### src/mrs_defs.svh
/*
 Constants of the serial-bus slave: frame layout, function and exception
 codes, page map, control word bits and timing in character times.
 Assumes a byte-level receiver and transmitter outside the block.
*/
`ifndef MRS_DEFS_SVH
`define MRS_DEFS_SVH

`define MRS_CRC_POLY     16'ha001
`define MRS_CRC_INIT     16'hffff
`define MRS_SIL_CHARS    2'h3
`define MRS_BUF_BYTES    5'h10
`define MRS_ADDR_BCAST   8'h00
`define MRS_ADDR_MAX     8'hf7
`define MRS_FC_RD_HOLD   8'h03
`define MRS_FC_RD_INPUT  8'h04
`define MRS_FC_WR_BIT    8'h05
`define MRS_FC_WR_WORD   8'h06
`define MRS_FC_QUICK     8'h07
`define MRS_FC_WR_MULTI  8'h10
`define MRS_FC_EXC_BIT   8'h80
`define MRS_EXC_FUNC     8'h01
`define MRS_EXC_DATA     8'h03
`define MRS_LEN_FIXED    5'h08
`define MRS_LEN_QUICK    5'h04
`define MRS_LEN_MULTI0   5'h09
`define MRS_RD_MAX       16'h007d
`define MRS_WR_MAX       16'h0002
`define MRS_COIL_ON      16'hff00
`define MRS_COIL_OFF     16'h0000
`define MRS_QUICK_ADDR   16'h0700
`define MRS_CTRL_ADDR    16'h0400
`define MRS_CTRL_MANUAL  12
`define MRS_CTRL_ACK_EVT 13
`define MRS_CTRL_ACK_FLT 14
`define MRS_PG_INFO      8'h00
`define MRS_PG_PAR_LAST  8'h04
`define MRS_PG_TSYNC     8'h08
`define MRS_PG_DIST_LO   8'h09
`define MRS_PG_DIST_HI   8'h21
`define MRS_PG_DIST_IDX  8'h22
`define MRS_OFS_DIST_MAX 8'hfa
`define MRS_PG_EVT       8'h35
`define MRS_OFS_EVT_MAX  8'h63
`define MRS_PG_EVT_OLD   8'h36
`define MRS_PG_FLT       8'h37
`define MRS_OFS_FLT_MAX  8'h04
`define MRS_PG_SEL_LO    8'h38
`define MRS_PG_SEL_HI    8'h3c
`define MRS_PG_FLT_OLD   8'h3e

`endif

### src/mrs_pkg.sv
/*
 Types of the serial-bus slave.
 Assumes mrs_defs.svh supplies the numeric constants.
*/
package mrs_pkg;

    typedef enum logic [3:0] {
        S_IDLE = 4'b0000,
        S_EVAL = 4'b0001,
        S_WR   = 4'b0010,
        S_RD   = 4'b0011,
        S_RDW  = 4'b0100,
        S_CAP  = 4'b0101,
        S_TX   = 4'b0110,
        S_TXW  = 4'b0111,
        S_DONE = 4'b1000
    } mrs_state_t;

    typedef enum logic [1:0] {
        PH_BODY = 2'b00,
        PH_CRCL = 2'b01,
        PH_CRCH = 2'b10
    } mrs_phase_t;

endpackage

### src/mrs_crc16.sv
/*
 Byte-wise CRC16 accumulator, reflected form.
 Assumes the caller pulses en once per byte; start restarts the sum.
*/
`timescale 1ns/1ps
`include "mrs_defs.svh"

module mrs_crc16 #(
    parameter logic [15:0] POLY = `MRS_CRC_POLY
) (
    input  wire logic        clk,
    input  wire logic        rst_n,
    input  wire logic        en,
    input  wire logic        start,
    input  wire logic [7:0]  din,
    output logic      [15:0] crc_r
);

    function automatic logic [15:0] upd(input logic [15:0] c_in,
                                        input logic [7:0]  d);
        logic [15:0] c;
        c = c_in ^ {8'h00, d};
        for (int i = 0; i < 8; i++)
        begin
            c = c[0] ? ((c >> 1) ^ POLY) : (c >> 1);
        end
        return c;
    endfunction

    always_ff @(posedge clk)
    begin
        if (!rst_n)
            crc_r <= `MRS_CRC_INIT;
        else if (en)
            crc_r <= upd(start ? `MRS_CRC_INIT : crc_r, din);
    end

endmodule

### src/mrs_slave.sv
/*
 Query interpreter of the serial-bus slave: frame gathering, address and
 CRC check, page access control, replies and record acknowledgement.
 Assumes a byte receiver (rx_valid pulses), a byte sender that takes
 tx_data when tx_valid and tx_ready are both high, char_tick once per
 character time, and a word store that answers a read one cycle after
 mem_rd is seen high.
*/
`timescale 1ns/1ps
`include "mrs_defs.svh"

module mrs_slave (
    input  wire logic        clk,
    input  wire logic        rst_n,
    input  wire logic [7:0]  slave_addr,
    input  wire logic        char_tick,
    input  wire logic        rx_valid,
    input  wire logic [7:0]  rx_data,
    input  wire logic        tx_ready,
    output logic             tx_valid_r,
    output logic      [7:0]  tx_data_r,
    output logic             mem_rd_r,
    output logic             mem_wr_r,
    output logic      [15:0] mem_addr_r,
    output logic      [15:0] mem_wdata_r,
    input  wire logic [15:0] mem_rd_data,
    output logic             ack_manual_r,
    output logic             ack_event_r,
    output logic             ack_fault_r
);

    mrs_pkg::mrs_state_t st_r;
    mrs_pkg::mrs_phase_t ph_r;
    logic [7:0]  frm_r [0:15];
    logic [4:0]  cnt_r;
    logic        ovf_r;
    logic [1:0]  sil_r;
    logic        open_r;
    logic        fr_end_r;
    logic        bcast_r;
    logic        exc_r;
    logic [7:0]  ecode_r;
    logic [7:0]  rlen_r;
    logic [7:0]  idx_r;
    logic [15:0] word_r;
    logic        word_ok_r;
    logic [6:0]  rd_idx_r;
    logic [1:0]  wr_idx_r;
    logic [15:0] crc_rx;
    logic [15:0] crc_tx;
    logic        rx_take;
    logic        tx_hs;
    logic [7:0]  fc;
    logic [15:0] a_start;
    logic [15:0] qty;
    logic [15:0] a_last;
    logic        good;
    logic [7:0]  ecode_c;
    logic [7:0]  body_c;
    logic        need_word;
    logic [15:0] wr_addr_c;
    logic [15:0] wr_data_c;
    logic [1:0]  nwr;

    assign fc      = frm_r[1];
    assign a_start = {frm_r[2], frm_r[3]};
    assign qty     = {frm_r[4], frm_r[5]};
    assign a_last  = a_start + qty - 16'h0001;
    assign rx_take = rx_valid && (st_r == mrs_pkg::S_IDLE)
                     && (sil_r == `MRS_SIL_CHARS || open_r);
    assign tx_hs   = tx_valid_r && tx_ready;
    assign nwr     = (fc == `MRS_FC_WR_MULTI) ? qty[1:0] : 2'h1;

    // Page in the upper byte, offset in the lower
    function automatic logic rd_ok(input logic [15:0] a);
        logic [7:0] p;
        logic [7:0] o;
        p = a[15:8];
        o = a[7:0];
        if (p <= `MRS_PG_PAR_LAST)
            rd_ok = 1'b1;
        else if (p >= `MRS_PG_DIST_LO && p <= `MRS_PG_DIST_HI)
            rd_ok = (o <= `MRS_OFS_DIST_MAX);
        else if (p == `MRS_PG_DIST_IDX)
            rd_ok = 1'b1;
        else if (p == `MRS_PG_EVT)
            rd_ok = (o <= `MRS_OFS_EVT_MAX);
        else if (p == `MRS_PG_EVT_OLD)
            rd_ok = 1'b1;
        else if (p == `MRS_PG_FLT)
            rd_ok = (o <= `MRS_OFS_FLT_MAX);
        else if (p >= `MRS_PG_SEL_LO && p <= `MRS_PG_FLT_OLD)
            rd_ok = 1'b1;
        else
            rd_ok = 1'b0;
    endfunction

    function automatic logic wr_ok(input logic [15:0] a);
        logic [7:0] p;
        p = a[15:8];
        if (p >= 8'h01 && p <= `MRS_PG_PAR_LAST)
            wr_ok = 1'b1;
        else if (p == `MRS_PG_TSYNC)
            wr_ok = 1'b1;
        else if (p >= `MRS_PG_SEL_LO && p <= `MRS_PG_SEL_HI)
            wr_ok = 1'b1;
        else
            wr_ok = 1'b0;
    endfunction

    mrs_crc16 u_crc_rx (
        .clk   (clk),
        .rst_n (rst_n),
        .en    (rx_take),
        .start (sil_r == `MRS_SIL_CHARS),
        .din   (rx_data),
        .crc_r (crc_rx)
    );

    mrs_crc16 u_crc_tx (
        .clk   (clk),
        .rst_n (rst_n),
        .en    (tx_hs && ph_r == mrs_pkg::PH_BODY),
        .start (idx_r == 8'h00),
        .din   (tx_data_r),
        .crc_r (crc_tx)
    );

    // Frame gathering; bytes that arrive mid-reply or mid-gap are dropped
    always_ff @(posedge clk)
    begin
        if (!rst_n)
        begin
            cnt_r    <= 5'h00;
            ovf_r    <= 1'b0;
            sil_r    <= `MRS_SIL_CHARS;
            open_r   <= 1'b0;
            fr_end_r <= 1'b0;
        end
        else
        begin
            fr_end_r <= 1'b0;
            if (rx_valid)
            begin
                sil_r <= 2'h0;
                if (rx_take && sil_r == `MRS_SIL_CHARS)
                begin
                    frm_r[0] <= rx_data;
                    cnt_r    <= 5'h01;
                    ovf_r    <= 1'b0;
                    open_r   <= 1'b1;
                end
                else if (rx_take && cnt_r == `MRS_BUF_BYTES)
                    ovf_r <= 1'b1;
                else if (rx_take)
                begin
                    frm_r[cnt_r[3:0]] <= rx_data;
                    cnt_r             <= cnt_r + 5'h01;
                end
            end
            else if (char_tick && sil_r != `MRS_SIL_CHARS)
            begin
                sil_r <= sil_r + 2'h1;
                if (sil_r == 2'h2 && open_r)
                begin
                    open_r   <= 1'b0;
                    fr_end_r <= 1'b1;
                end
            end
        end
    end

    assign good = !ovf_r && cnt_r >= 5'h04 && crc_rx == 16'h0000
                  && (frm_r[0] == `MRS_ADDR_BCAST
                      || (frm_r[0] == slave_addr
                          && slave_addr != `MRS_ADDR_BCAST
                          && slave_addr <= `MRS_ADDR_MAX));

    always_comb
    begin
        ecode_c = 8'h00;
        if (fc == `MRS_FC_RD_HOLD || fc == `MRS_FC_RD_INPUT)
        begin
            if (cnt_r != `MRS_LEN_FIXED || qty == 16'h0000
                || qty > `MRS_RD_MAX || !rd_ok(a_start) || !rd_ok(a_last)
                || a_start[15:8] != a_last[15:8])
                ecode_c = `MRS_EXC_DATA;
        end
        else if (fc == `MRS_FC_WR_BIT)
        begin
            if (cnt_r != `MRS_LEN_FIXED || !wr_ok(a_start)
                || (qty != `MRS_COIL_ON && qty != `MRS_COIL_OFF))
                ecode_c = `MRS_EXC_DATA;
        end
        else if (fc == `MRS_FC_WR_WORD)
        begin
            if (cnt_r != `MRS_LEN_FIXED || !wr_ok(a_start))
                ecode_c = `MRS_EXC_DATA;
        end
        else if (fc == `MRS_FC_QUICK)
        begin
            if (cnt_r != `MRS_LEN_QUICK)
                ecode_c = `MRS_EXC_DATA;
        end
        else if (fc == `MRS_FC_WR_MULTI)
        begin
            // Multi-word writes are held in the frame buffer, so capped
            if (qty == 16'h0000 || qty > `MRS_WR_MAX
                || frm_r[6] != {qty[6:0], 1'b0}
                || cnt_r != `MRS_LEN_MULTI0 + {qty[3:0], 1'b0}
                || !wr_ok(a_start) || !wr_ok(a_last)
                || a_start[15:8] != a_last[15:8])
                ecode_c = `MRS_EXC_DATA;
        end
        else
            ecode_c = `MRS_EXC_FUNC;
    end

    assign need_word = ph_r == mrs_pkg::PH_BODY && !word_ok_r && !exc_r
                       && (((fc == `MRS_FC_RD_HOLD || fc == `MRS_FC_RD_INPUT)
                            && idx_r >= 8'h03)
                           || (fc == `MRS_FC_QUICK && idx_r == 8'h02));

    always_comb
    begin
        body_c = 8'h00;
        if (idx_r == 8'h00)
            body_c = slave_addr;
        else if (idx_r == 8'h01)
            body_c = exc_r ? (fc | `MRS_FC_EXC_BIT) : fc;
        else if (exc_r)
            body_c = ecode_r;
        else if (fc == `MRS_FC_QUICK)
            body_c = word_r[7:0];
        else if (fc == `MRS_FC_RD_HOLD || fc == `MRS_FC_RD_INPUT)
        begin
            if (idx_r == 8'h02)
                body_c = {qty[6:0], 1'b0};
            else
                body_c = idx_r[0] ? word_r[15:8] : word_r[7:0];
        end
        else
            body_c = frm_r[idx_r[3:0]];
    end

    // Sequencer and byte sender
    always_ff @(posedge clk)
    begin
        if (!rst_n)
        begin
            st_r       <= mrs_pkg::S_IDLE;
            ph_r       <= mrs_pkg::PH_BODY;
            tx_valid_r <= 1'b0;
            tx_data_r  <= 8'h00;
            bcast_r    <= 1'b0;
            exc_r      <= 1'b0;
            ecode_r    <= 8'h00;
            rlen_r     <= 8'h00;
            idx_r      <= 8'h00;
            word_r     <= 16'h0000;
            word_ok_r  <= 1'b0;
            rd_idx_r   <= 7'h00;
            wr_idx_r   <= 2'h0;
        end
        else
        begin
            case (st_r)
            mrs_pkg::S_IDLE:
                if (fr_end_r)
                    st_r <= mrs_pkg::S_EVAL;
            mrs_pkg::S_EVAL:
            begin
                bcast_r   <= frm_r[0] == `MRS_ADDR_BCAST;
                exc_r     <= ecode_c != 8'h00;
                ecode_r   <= ecode_c;
                idx_r     <= 8'h00;
                rd_idx_r  <= 7'h00;
                wr_idx_r  <= 2'h0;
                word_ok_r <= 1'b0;
                ph_r      <= mrs_pkg::PH_BODY;
                if (ecode_c != 8'h00)
                    rlen_r <= 8'h03;
                else if (fc == `MRS_FC_RD_HOLD || fc == `MRS_FC_RD_INPUT)
                    rlen_r <= 8'h03 + {qty[6:0], 1'b0};
                else if (fc == `MRS_FC_QUICK)
                    rlen_r <= 8'h03;
                else
                    rlen_r <= 8'h06;
                if (!good)
                    st_r <= mrs_pkg::S_IDLE;
                else if (ecode_c != 8'h00)
                    st_r <= (frm_r[0] == `MRS_ADDR_BCAST) ?
                            mrs_pkg::S_IDLE : mrs_pkg::S_TX;
                else if (fc == `MRS_FC_WR_BIT || fc == `MRS_FC_WR_WORD
                         || fc == `MRS_FC_WR_MULTI)
                    st_r <= mrs_pkg::S_WR;
                else
                    st_r <= (frm_r[0] == `MRS_ADDR_BCAST) ?
                            mrs_pkg::S_IDLE : mrs_pkg::S_TX;
            end
            mrs_pkg::S_WR:
            begin
                wr_idx_r <= wr_idx_r + 2'h1;
                if (wr_idx_r + 2'h1 == nwr)
                    st_r <= bcast_r ? mrs_pkg::S_IDLE : mrs_pkg::S_TX;
            end
            mrs_pkg::S_RD:
                st_r <= mrs_pkg::S_RDW;
            mrs_pkg::S_RDW:
                st_r <= mrs_pkg::S_CAP;
            mrs_pkg::S_CAP:
            begin
                word_r    <= mem_rd_data;
                word_ok_r <= 1'b1;
                rd_idx_r  <= rd_idx_r + 7'h01;
                st_r      <= mrs_pkg::S_TX;
            end
            mrs_pkg::S_TX:
                if (need_word)
                    st_r <= mrs_pkg::S_RD;
                else
                begin
                    tx_valid_r <= 1'b1;
                    if (ph_r == mrs_pkg::PH_BODY)
                        tx_data_r <= body_c;
                    else if (ph_r == mrs_pkg::PH_CRCL)
                        tx_data_r <= crc_tx[7:0];
                    else
                        tx_data_r <= crc_tx[15:8];
                    st_r <= mrs_pkg::S_TXW;
                end
            mrs_pkg::S_TXW:
                if (tx_ready)
                begin
                    tx_valid_r <= 1'b0;
                    st_r       <= mrs_pkg::S_TX;
                    if (ph_r == mrs_pkg::PH_BODY)
                    begin
                        idx_r <= idx_r + 8'h01;
                        // A word is spent once its low byte has gone out
                        if (idx_r >= 8'h02 && !idx_r[0])
                            word_ok_r <= 1'b0;
                        if (idx_r + 8'h01 == rlen_r)
                            ph_r <= mrs_pkg::PH_CRCL;
                    end
                    else if (ph_r == mrs_pkg::PH_CRCL)
                        ph_r <= mrs_pkg::PH_CRCH;
                    else
                        st_r <= mrs_pkg::S_DONE;
                end
            mrs_pkg::S_DONE:
                st_r <= mrs_pkg::S_IDLE;
            default:
                st_r <= mrs_pkg::S_IDLE;
            endcase
        end
    end

    assign wr_addr_c = a_start + {14'h0000, wr_idx_r};
    assign wr_data_c = (fc != `MRS_FC_WR_MULTI) ? qty
                     : wr_idx_r[0] ? {frm_r[9], frm_r[10]}
                     : {frm_r[7], frm_r[8]};

    // Word store port; a read at S_RD is answered in S_CAP
    always_ff @(posedge clk)
    begin
        if (!rst_n)
        begin
            mem_rd_r    <= 1'b0;
            mem_wr_r    <= 1'b0;
            mem_addr_r  <= 16'h0000;
            mem_wdata_r <= 16'h0000;
        end
        else
        begin
            mem_rd_r <= st_r == mrs_pkg::S_RD;
            mem_wr_r <= st_r == mrs_pkg::S_WR;
            if (st_r == mrs_pkg::S_RD)
                mem_addr_r <= (fc == `MRS_FC_QUICK) ? `MRS_QUICK_ADDR
                              : a_start + {9'h000, rd_idx_r};
            else if (st_r == mrs_pkg::S_WR)
            begin
                mem_addr_r  <= wr_addr_c;
                mem_wdata_r <= wr_data_c;
            end
        end
    end

    // Record acknowledgement, automatic after a full reply or on command
    always_ff @(posedge clk)
    begin
        if (!rst_n)
        begin
            ack_manual_r <= 1'b0;
            ack_event_r  <= 1'b0;
            ack_fault_r  <= 1'b0;
        end
        else
        begin
            ack_event_r <= 1'b0;
            ack_fault_r <= 1'b0;
            if (st_r == mrs_pkg::S_WR && wr_addr_c == `MRS_CTRL_ADDR)
            begin
                ack_manual_r <= wr_data_c[`MRS_CTRL_MANUAL];
                ack_event_r  <= ack_manual_r
                                && wr_data_c[`MRS_CTRL_ACK_EVT];
                ack_fault_r  <= ack_manual_r
                                && wr_data_c[`MRS_CTRL_ACK_FLT];
            end
            else if (st_r == mrs_pkg::S_DONE && !exc_r && !ack_manual_r
                     && (fc == `MRS_FC_RD_HOLD || fc == `MRS_FC_RD_INPUT))
            begin
                ack_event_r <= a_start[15:8] == `MRS_PG_EVT_OLD;
                ack_fault_r <= a_start[15:8] == `MRS_PG_FLT_OLD;
            end
        end
    end

    no_bcast_reply_a: assert property (@(posedge clk) disable iff (!rst_n)
        bcast_r && st_r != mrs_pkg::S_EVAL |-> !tx_valid_r)
        else $error("Reply sent to broadcast");
    bad_crc_silent_a: assert property (@(posedge clk) disable iff (!rst_n)
        st_r == mrs_pkg::S_EVAL && crc_rx != 16'h0000
        |=> st_r == mrs_pkg::S_IDLE ##1 !tx_valid_r)
        else $error("Bad CRC frame answered");
    exc_func_bit_a: assert property (@(posedge clk) disable iff (!rst_n)
        tx_valid_r && exc_r && ph_r == mrs_pkg::PH_BODY && idx_r == 8'h01
        |-> tx_data_r == (fc | `MRS_FC_EXC_BIT))
        else $error("Exception function byte wrong");
    exc_code_set_a: assert property (@(posedge clk) disable iff (!rst_n)
        exc_r |-> ecode_r == `MRS_EXC_FUNC || ecode_r == `MRS_EXC_DATA)
        else $error("Unexpected exception code");
    page0_write_a: assert property (@(posedge clk) disable iff (!rst_n)
        st_r == mrs_pkg::S_EVAL && good && fc == `MRS_FC_WR_WORD
        && a_start[15:8] == `MRS_PG_INFO |=> exc_r && ecode_r == `MRS_EXC_DATA)
        else $error("Write to page 0 accepted");
    page7_read_a: assert property (@(posedge clk) disable iff (!rst_n)
        st_r == mrs_pkg::S_EVAL && good && fc == `MRS_FC_RD_HOLD
        && a_start[15:8] == 8'h07 |=> exc_r)
        else $error("Plain read of page 7 accepted");
    reply_addr_a: assert property (@(posedge clk) disable iff (!rst_n)
        tx_valid_r && ph_r == mrs_pkg::PH_BODY && idx_r == 8'h00
        |-> tx_data_r == slave_addr)
        else $error("Reply address differs");
    crc_low_first_a: assert property (@(posedge clk) disable iff (!rst_n)
        tx_valid_r && ph_r == mrs_pkg::PH_CRCL && tx_ready
        |-> tx_data_r == crc_tx[7:0] ##2 tx_data_r == crc_tx[15:8])
        else $error("CRC byte order wrong");
    auto_ack_a: assert property (@(posedge clk) disable iff (!rst_n)
        st_r == mrs_pkg::S_DONE && !exc_r && !ack_manual_r
        && fc == `MRS_FC_RD_HOLD && a_start[15:8] == `MRS_PG_EVT_OLD
        |=> ack_event_r && !ack_fault_r)
        else $error("Oldest event not acknowledged");
    frame_gap_a: assert property (@(posedge clk) disable iff (!rst_n)
        fr_end_r |-> sil_r == `MRS_SIL_CHARS && $past(char_tick))
        else $error("Frame ended without full gap");

endmodule

### config.mk
export PLATFORM = sky130hd
export DESIGN_NAME = mrs_slave
export DESIGN_NICKNAME = d
export VERILOG_FILES = /design/src/mrs_pkg.sv /design/src/mrs_crc16.sv /design/src/mrs_slave.sv
export VERILOG_INCLUDE_DIRS = /design/src
export SDC_FILE = /design/constraint.sdc
export NUM_CORES = 1
export LEC_CHECK = 0
export ABC_AREA = 1
export BUFFER_PORTS_ARGS = -buffer_cell sky130_fd_sc_hd__buf_4
export CORE_ASPECT_RATIO = 0.9
export CORE_UTILIZATION = 35
export DETAILED_ROUTE_END_ITERATION = 7
export HOLD_SLACK_MARGIN = 0.1
export PLACE_DENSITY_LB_ADDON = 0.05
export SLEW_MARGIN = 20
export SYNTH_ARGS = -nofsm -noshare
export SYNTH_HDL_FRONTEND = slang
export SYNTH_HIERARCHICAL = 1
export SYNTH_SLANG_ARGS = --single-unit
### constraint.sdc
create_clock -name clk -period 9.1 [get_ports clk]
set_input_delay 1.365 -clock clk [delete_from_list [all_inputs] [get_ports clk]]
set_output_delay 1.365 -clock clk [all_outputs]
set_load 0.005 [all_outputs]
[Yosys cells after proc, flatten, opt, wreduce, memory -nomap -nowiden]
Memory sizes are Yosys's and may differ from the RTL's. A register that Yosys moved wholly into a read port is not among the register bits.
Index checks and enable logic that the tools add are counted.
Word-level totals
  memories kept: 1
  input port bits: 37
  output and inout bits: 46
  bits in writable memories: 128
  register bits: 146
Operators by class
  $add $sub $neg: 11
  $lt $le $gt $ge: 26
  reduce and logical (&&, ||, !) cells: 96
  equal/unequal tests: 53
  muxes and demuxes: 144
  bitwise gates (word level): 22
Memories
  frm_r: depth 16, bits a word 8, read ports 12, clocked after memory_dff 1, write ports 1, RTL line mrs_slave.sv:34  | logic [7:0] frm_r [0:15];
Operators by type and width (number)
  2-to-1 mux 16 bit: 23
  2-to-1 mux 8 bit: 20
  == test 8 x 6 -> 1 bit (second input constant): 9
  2-to-1 mux 1 bit: 64
  less-or-equal comparator 8 x 6 -> 1 bit (second input constant): 6
  inverter 2 -> 3 bit: 16
  logical AND 1 bit: 34
  == test 8 x 3 -> 1 bit (second input constant): 4
  less-or-equal comparator 8 x 3 -> 1 bit (second input constant): 4
  zero test 16 bit: 2
  2-to-1 mux 4 bit: 8
  one-hot mux 4 bit (8 select lines): 1
  XOR 16 x 8 -> 16 bit: 2
  less-or-equal comparator 8 bit (second input constant): 3
  2-to-1 mux 2 bit: 12
  2-to-1 mux 3 bit: 7
  logical OR 1 bit: 20
  nonzero test 2 bit: 9
  adder 16 bit: 1
  adder 16 x 2 -> 16 bit: 1
  adder 16 x 7 -> 16 bit: 1
  == test 16 x 11 -> 1 bit (second input constant): 1
  == test 4 x 3 -> 1 bit (second input constant): 4
  == test 8 x 2 -> 1 bit (second input constant): 2
  54 further kinds: 98

[Longest topological paths before layout]
An unclocked memory read counts as a cell.
  depth in word-level cells: 26
  mapped depth: 29
  gate-level depth less buffers: 28

[Cells and area by module]
Netlist, hierarchy kept.
By module, submodules not included
  mrs_slave: area an instance 14343.8 um^2, seq. area each 6085.8 um^2, cells an instance 1824, instances 1
  mrs_crc16: area an instance 1011.0 um^2, seq. area each 320.3 um^2, cells an instance 163, instances 2

[Worst setup path before layout]
Ideal clock, no wire load.
  path kind: reg-to-reg
  start: mem frm_r[5][0]
  end: reg rlen_r[0]
  buffers on the path: 1
  required time: 8984 ps
  setup time: 116 ps
  path slack: 5801 ps
  cell stages (with the launch flop): 26
  period minus slack after synthesis: 3299 ps
  arrival time: 3183 ps
  path through: edfxtp_1 > clkbuf_1 > inv_1 > ha_1 > inv_1 > ha_1 > inv_1 > fa_1 > inv_1 > nand3_1 > nand2_1 > nand3_1 > nand3_1 > xor2_1 > inv_1 > nor2_1 > nand3_1 > nand3_1 > nand3_1 > nand3_1 > nand2_2 > nand2_4 > and2_4 > nand3_1 > o211ai_1 > inv_1
RTL lines
  start, declared: RTL line mrs_slave.sv:34
  end signal, assigned: RTL line mrs_slave.sv:284  | rlen_r <= 8'h03 + {qty[6:0], 1'b0};
  end, declared: RTL line mrs_slave.sv:43  | logic [7:0] rlen_r;

==> flow_results.org <==
** Global route
- Global-route wire length before repair :: 85500 um
- Initial antenna violation count :: 1
- The via count of the first global-routing pass is 13900.
- Largest net degree at the start of global routing :: 60
- In the global route stage, overall resource usage came out at 0.232.
- Overflow left after global routing :: 0

** STA
- Worst Max-Slew Pin Slew :: 973 ps
- Time the final worst path needs with I/O delays and setup :: 4310 ps
- Unrepaired setup endpoints after global routing :: false
- Setup TNS Final :: 0 ps
- The number of pins with negative max-slew slack in the final report came to 0.
- Highest clock frequency the design can meet :: 0.232 GHz
- The final count of hold timing violations came to 0.
- Measured against its own limit, the worst slew margin works out to 0.349.
- In the finished design, the share of the clock period the worst path needs comes to 0.474.
- Final setup skew :: 18.5 ps
- Final Setup Violations :: 0

** Clock network
- Post-CTS clock slew at the launch and capture registers of the worst setup and hold paths :: 60 ps
- Setup repair bufs after CTS :: 0
- CTS tree :: built
- Master cell of the clock root buffer :: clkbuf_16
- TritonCTS buffer count :: 31
- The tree built by TritonCTS fans out to 272 sinks.
- Clk Latency, worst-skew pair :: 600 ps
- The number of hold buffers added after CTS was 0.
- CTS Buffer Depth :: 3
- Htree depth :: 1
- Gates resized during post-CTS repair numbered 0.

** Setup path
- Crit path required time :: 9580 ps
- Sort of element at the end of the critical path :: flip-flop
- At the worst endpoint, the arrival time is 4790 ps.
- Of all nets on the critical path, the largest fanout is 8.
- Worst Path Class, Setup :: reg -> reg
- Startpoint type of the worst setup path :: flip-flop

** Placed design
- In this run the cell area measured after placement is 17500 sq um.
- At the end of routability-driven placement, the weighted congestion stood at 0.934.
- Once placement completed, the tool counted placed cells totaling 2767.
- Detailed placement finished with a half-perimeter wire length of 42000 um.
- PortBufs :: 82

** Yosys
- Register area share after synthesis :: 0.411
- Synthesized Nets :: 2245
- Of the total synthesized cell area, the portion taken by XOR and XNOR cells is 0.0287.
- The compound-cell area share of the yosys netlist was 0.178.
- Top-area cell type share of the netlist area :: 0.235
- Flip-flop and latch count after synthesis :: 272
- Of the total synthesized cell area, the portion taken by full adders, half adders and majority gates is 0.0457.
- Syn Std Cell Area :: 16400 sq um
- Yosys warning count :: 6
- By area the synthesized netlist is led by edfxtp_1 23%, dfxtp_1 18%, nand2_1 8.6%.
- By area, the combinational part of the netlist is dominated by simple AND/OR/NAND/NOR gates.
- Yosys mapped a number of flops with a built-in enable equal to 128.
- Most area-hungry cell type in the Yosys netlist :: edfxtp_1
- Primary flip-flop cell chosen by synthesis mapping :: dfxtp_1
- After synthesis, the share of cell area in mux cells is 0.0183.
- For this run, asynchronously set or reset flops after synthesis account for 0.
- Post-synthesis simple-gate area fraction :: 0.229
- The average instance in the mapped netlist occupies 7.61 sq um.
- After technology mapping, the gate count stands at 2150.
- Number of distinct library cells after synthesis :: 66

** Detailed routing
- Detailed routing placed a total of 24200 um of wire on met2.
- After detailed routing, the average wire length per cell comes to 20.0 um.
- Dividing the detail-routed via count by the number of cells gives 5.30.
- First-iteration detailed-routing DRC count :: 1261
- Detailed-route wire length on metal 1 :: 28000 um
- The routed design has 56600 um of wire.
- The count of nets left with antenna violations once routing finished came out at 0.
- Number of design rule violations left after detail routing :: 0
- Before antenna repair, the detailed router went through 6 iterations.
- Top layer in use :: met4
- Detailed-route via count :: 15000
- Met3 wirelength from detailed routing :: 3530 um

** Die
- After floorplanning, the core was sized to cover 45700 sq um.
- Overall die area :: 47600 sq um
- Ports placed on the boundary :: 83
- For this configuration, the core starts out at a cell density of 0.358.
- Floorplan row count :: 74
- Vertical extent of the die :: 207 um
- The die is 230 um wide.

** Power
- Power density normalized to cell area :: 147 nW/um^2
- Overall Power :: 2.72 mW
- In this run the static leakage power is 7.45 nW.
- VDD sags by at most 0.140 mV.

** Finish
- 0 antenna diodes ended up in the layout.
- The area growth from synthesis to layout is 12.9%.
- In the final design database the tool counted 2287 nets.
- Of the cells placed in the final design, the portion with a size suffix greater than 1 is 0.0961.
- After the flow finishes, the layout carries non-filler instances totaling 2824.
- Summing all flip-flop and latch instances after layout gives 6730 sq um.
- Area occupied by multi-input gates :: 8180 sq um
- At the end of the flow the core is filled with cells to 0.404.
- Design area :: 18500 sq um
- Counting the fill cells in the layout gives 4749.

** Job
- The tool flagged a number of max-cap violations equal to 0.

** Status
- Status :: completed

** Hold path
- Path class of the lowest-slack min-delay path :: reg -> reg
report_power, final:
group          switching (mW)  total [mW]  internal (mW)
combinational           0.100       0.147         0.0461
sequential             0.0134        1.31           1.29
clock                   0.529        1.27          0.736
cells in the mapped netlist, drive strengths merged (32+ instances only):
cell	number
clkbuf	66
o211ai	62
dfxtp	144
inv	288
nor2	225
ha	55
nand2	408
nand3	123
o21ai	206
edfxtp	128
nor3	36
xor2	32
a21oi	178
placed cells by master, fill, tap and decap left out, drive strengths merged, types with 19 or more instances in the layout:
| cell | Yosys | final |
|---|---|---|
| nor3 | 36 | 36 |
| nand4 | 29 | 29 |
| xor2 | 32 | 32 |
| ha | 55 | 55 |
| nand3 | 123 | 123 |
| buf | 18 | 93 |
| o211ai | 62 | 62 |
| xnor2 | 19 | 19 |
| nand2 | 408 | 408 |
| edfxtp | 128 | 128 |
| a21oi | 178 | 178 |
| nor2 | 225 | 225 |
| mux2i | 30 | 30 |
| dfxtp | 144 | 144 |
| o21ai | 206 | 206 |
| clkbuf | 66 | 47 |
| inv | 288 | 289 |
routing by layer:
metal | up-vias | GRT usage
met2 | 473 | 0.345
met1 | 7080 | 0.355
met4 | 0 | 0.0434
met5 | - | 0
li1 | 7360 | -
met3 | 67 | 0.0324
logic make-up (layout without fill, tap and decap cells):
| logic type | Yosys count | count (layout) |
|---|---|---|
| AO/OA/AOI/OAI | 511 | 511 |
| XOR/XNOR | 52 | 52 |
| adder cells (fa/ha/maj) | 58 | 58 |
| buffers and inverters | 374 | 440 |
| flip-flops | 272 | 272 |
| multiplexers | 30 | 30 |
| AND/OR/NAND/NOR | 853 | 853 |
metrics by stage:
step                      worst slack [ps]  hold WS, ps
after detailed placement              4860          471
after CTS                             4860          481
after floorplan                       5800          439
after global placement                4910          468
final                                 4790          476
after global routing                  4450          492
layout make-up:
cell class                      count  area share
Timing Repair Buffer               93      0.0378
Multi-Input combinational cell   1504       0.443
Clock inverter                     10     0.00637
Clock buffer                       47      0.0486
Sequential cell                   272       0.364
Inverter                          290      0.0589
Tap cell                          608      0.0412
path summary, 6_finish.rpt:
path,start,to,slack (ps),cells after the start
worst min register to register,mem_addr_r[8]$_SDFFE_PN0P_,mem_addr_r[8]$_SDFFE_PN0P_,480,2
worst min-delay path,mem_addr_r[8]$_SDFFE_PN0P_,mem_addr_r[8]$_SDFFE_PN0P_,480,2
worst max register to register,frm_r[5][1]$_DFFE_PP_,rlen_r[0]$_SDFFE_PN0P_,4790,25
worst max-delay path,frm_r[5][1]$_DFFE_PP_,rlen_r[0]$_SDFFE_PN0P_,4790,25
sequential cells by signal (all words and copies together) (netlist names), 2 cells and up, named ones only:
name            cells
wr_idx_r            2
idx_r               8
rlen_r              8
mem_wdata_r        16
sil_r               2
u_crc_tx/crc_r     16
st_r                4
cnt_r               5
mem_addr_r         16
ecode_r             2
word_r             16
frm_r             128
rd_idx_r            7
u_crc_rx/crc_r     16
tx_data_r           8
ph_r                2
critical path: stages (launching register included):
cell and delay [ps]:
edfxtp_1 530, inv_1 310, ha_1 290, inv_1 60, ha_1 310, inv_1 90
fa_1 380, inv_1 100, nand2_1 70, nand2_1 70, nand3_1 120, nand3_1 160
nand3_1 80, nand2_1 90, nand2_1 60, nor3_1 490, nand4_1 190, nand2_1 90
nand2_1 50, nand2_1 50, nand2_1 60, nand2_1 140, and2_4 180, nand3_1 60
o211ai_1 90, inv_1 50
No activity file was read; power rests on OpenSTA's default activity.
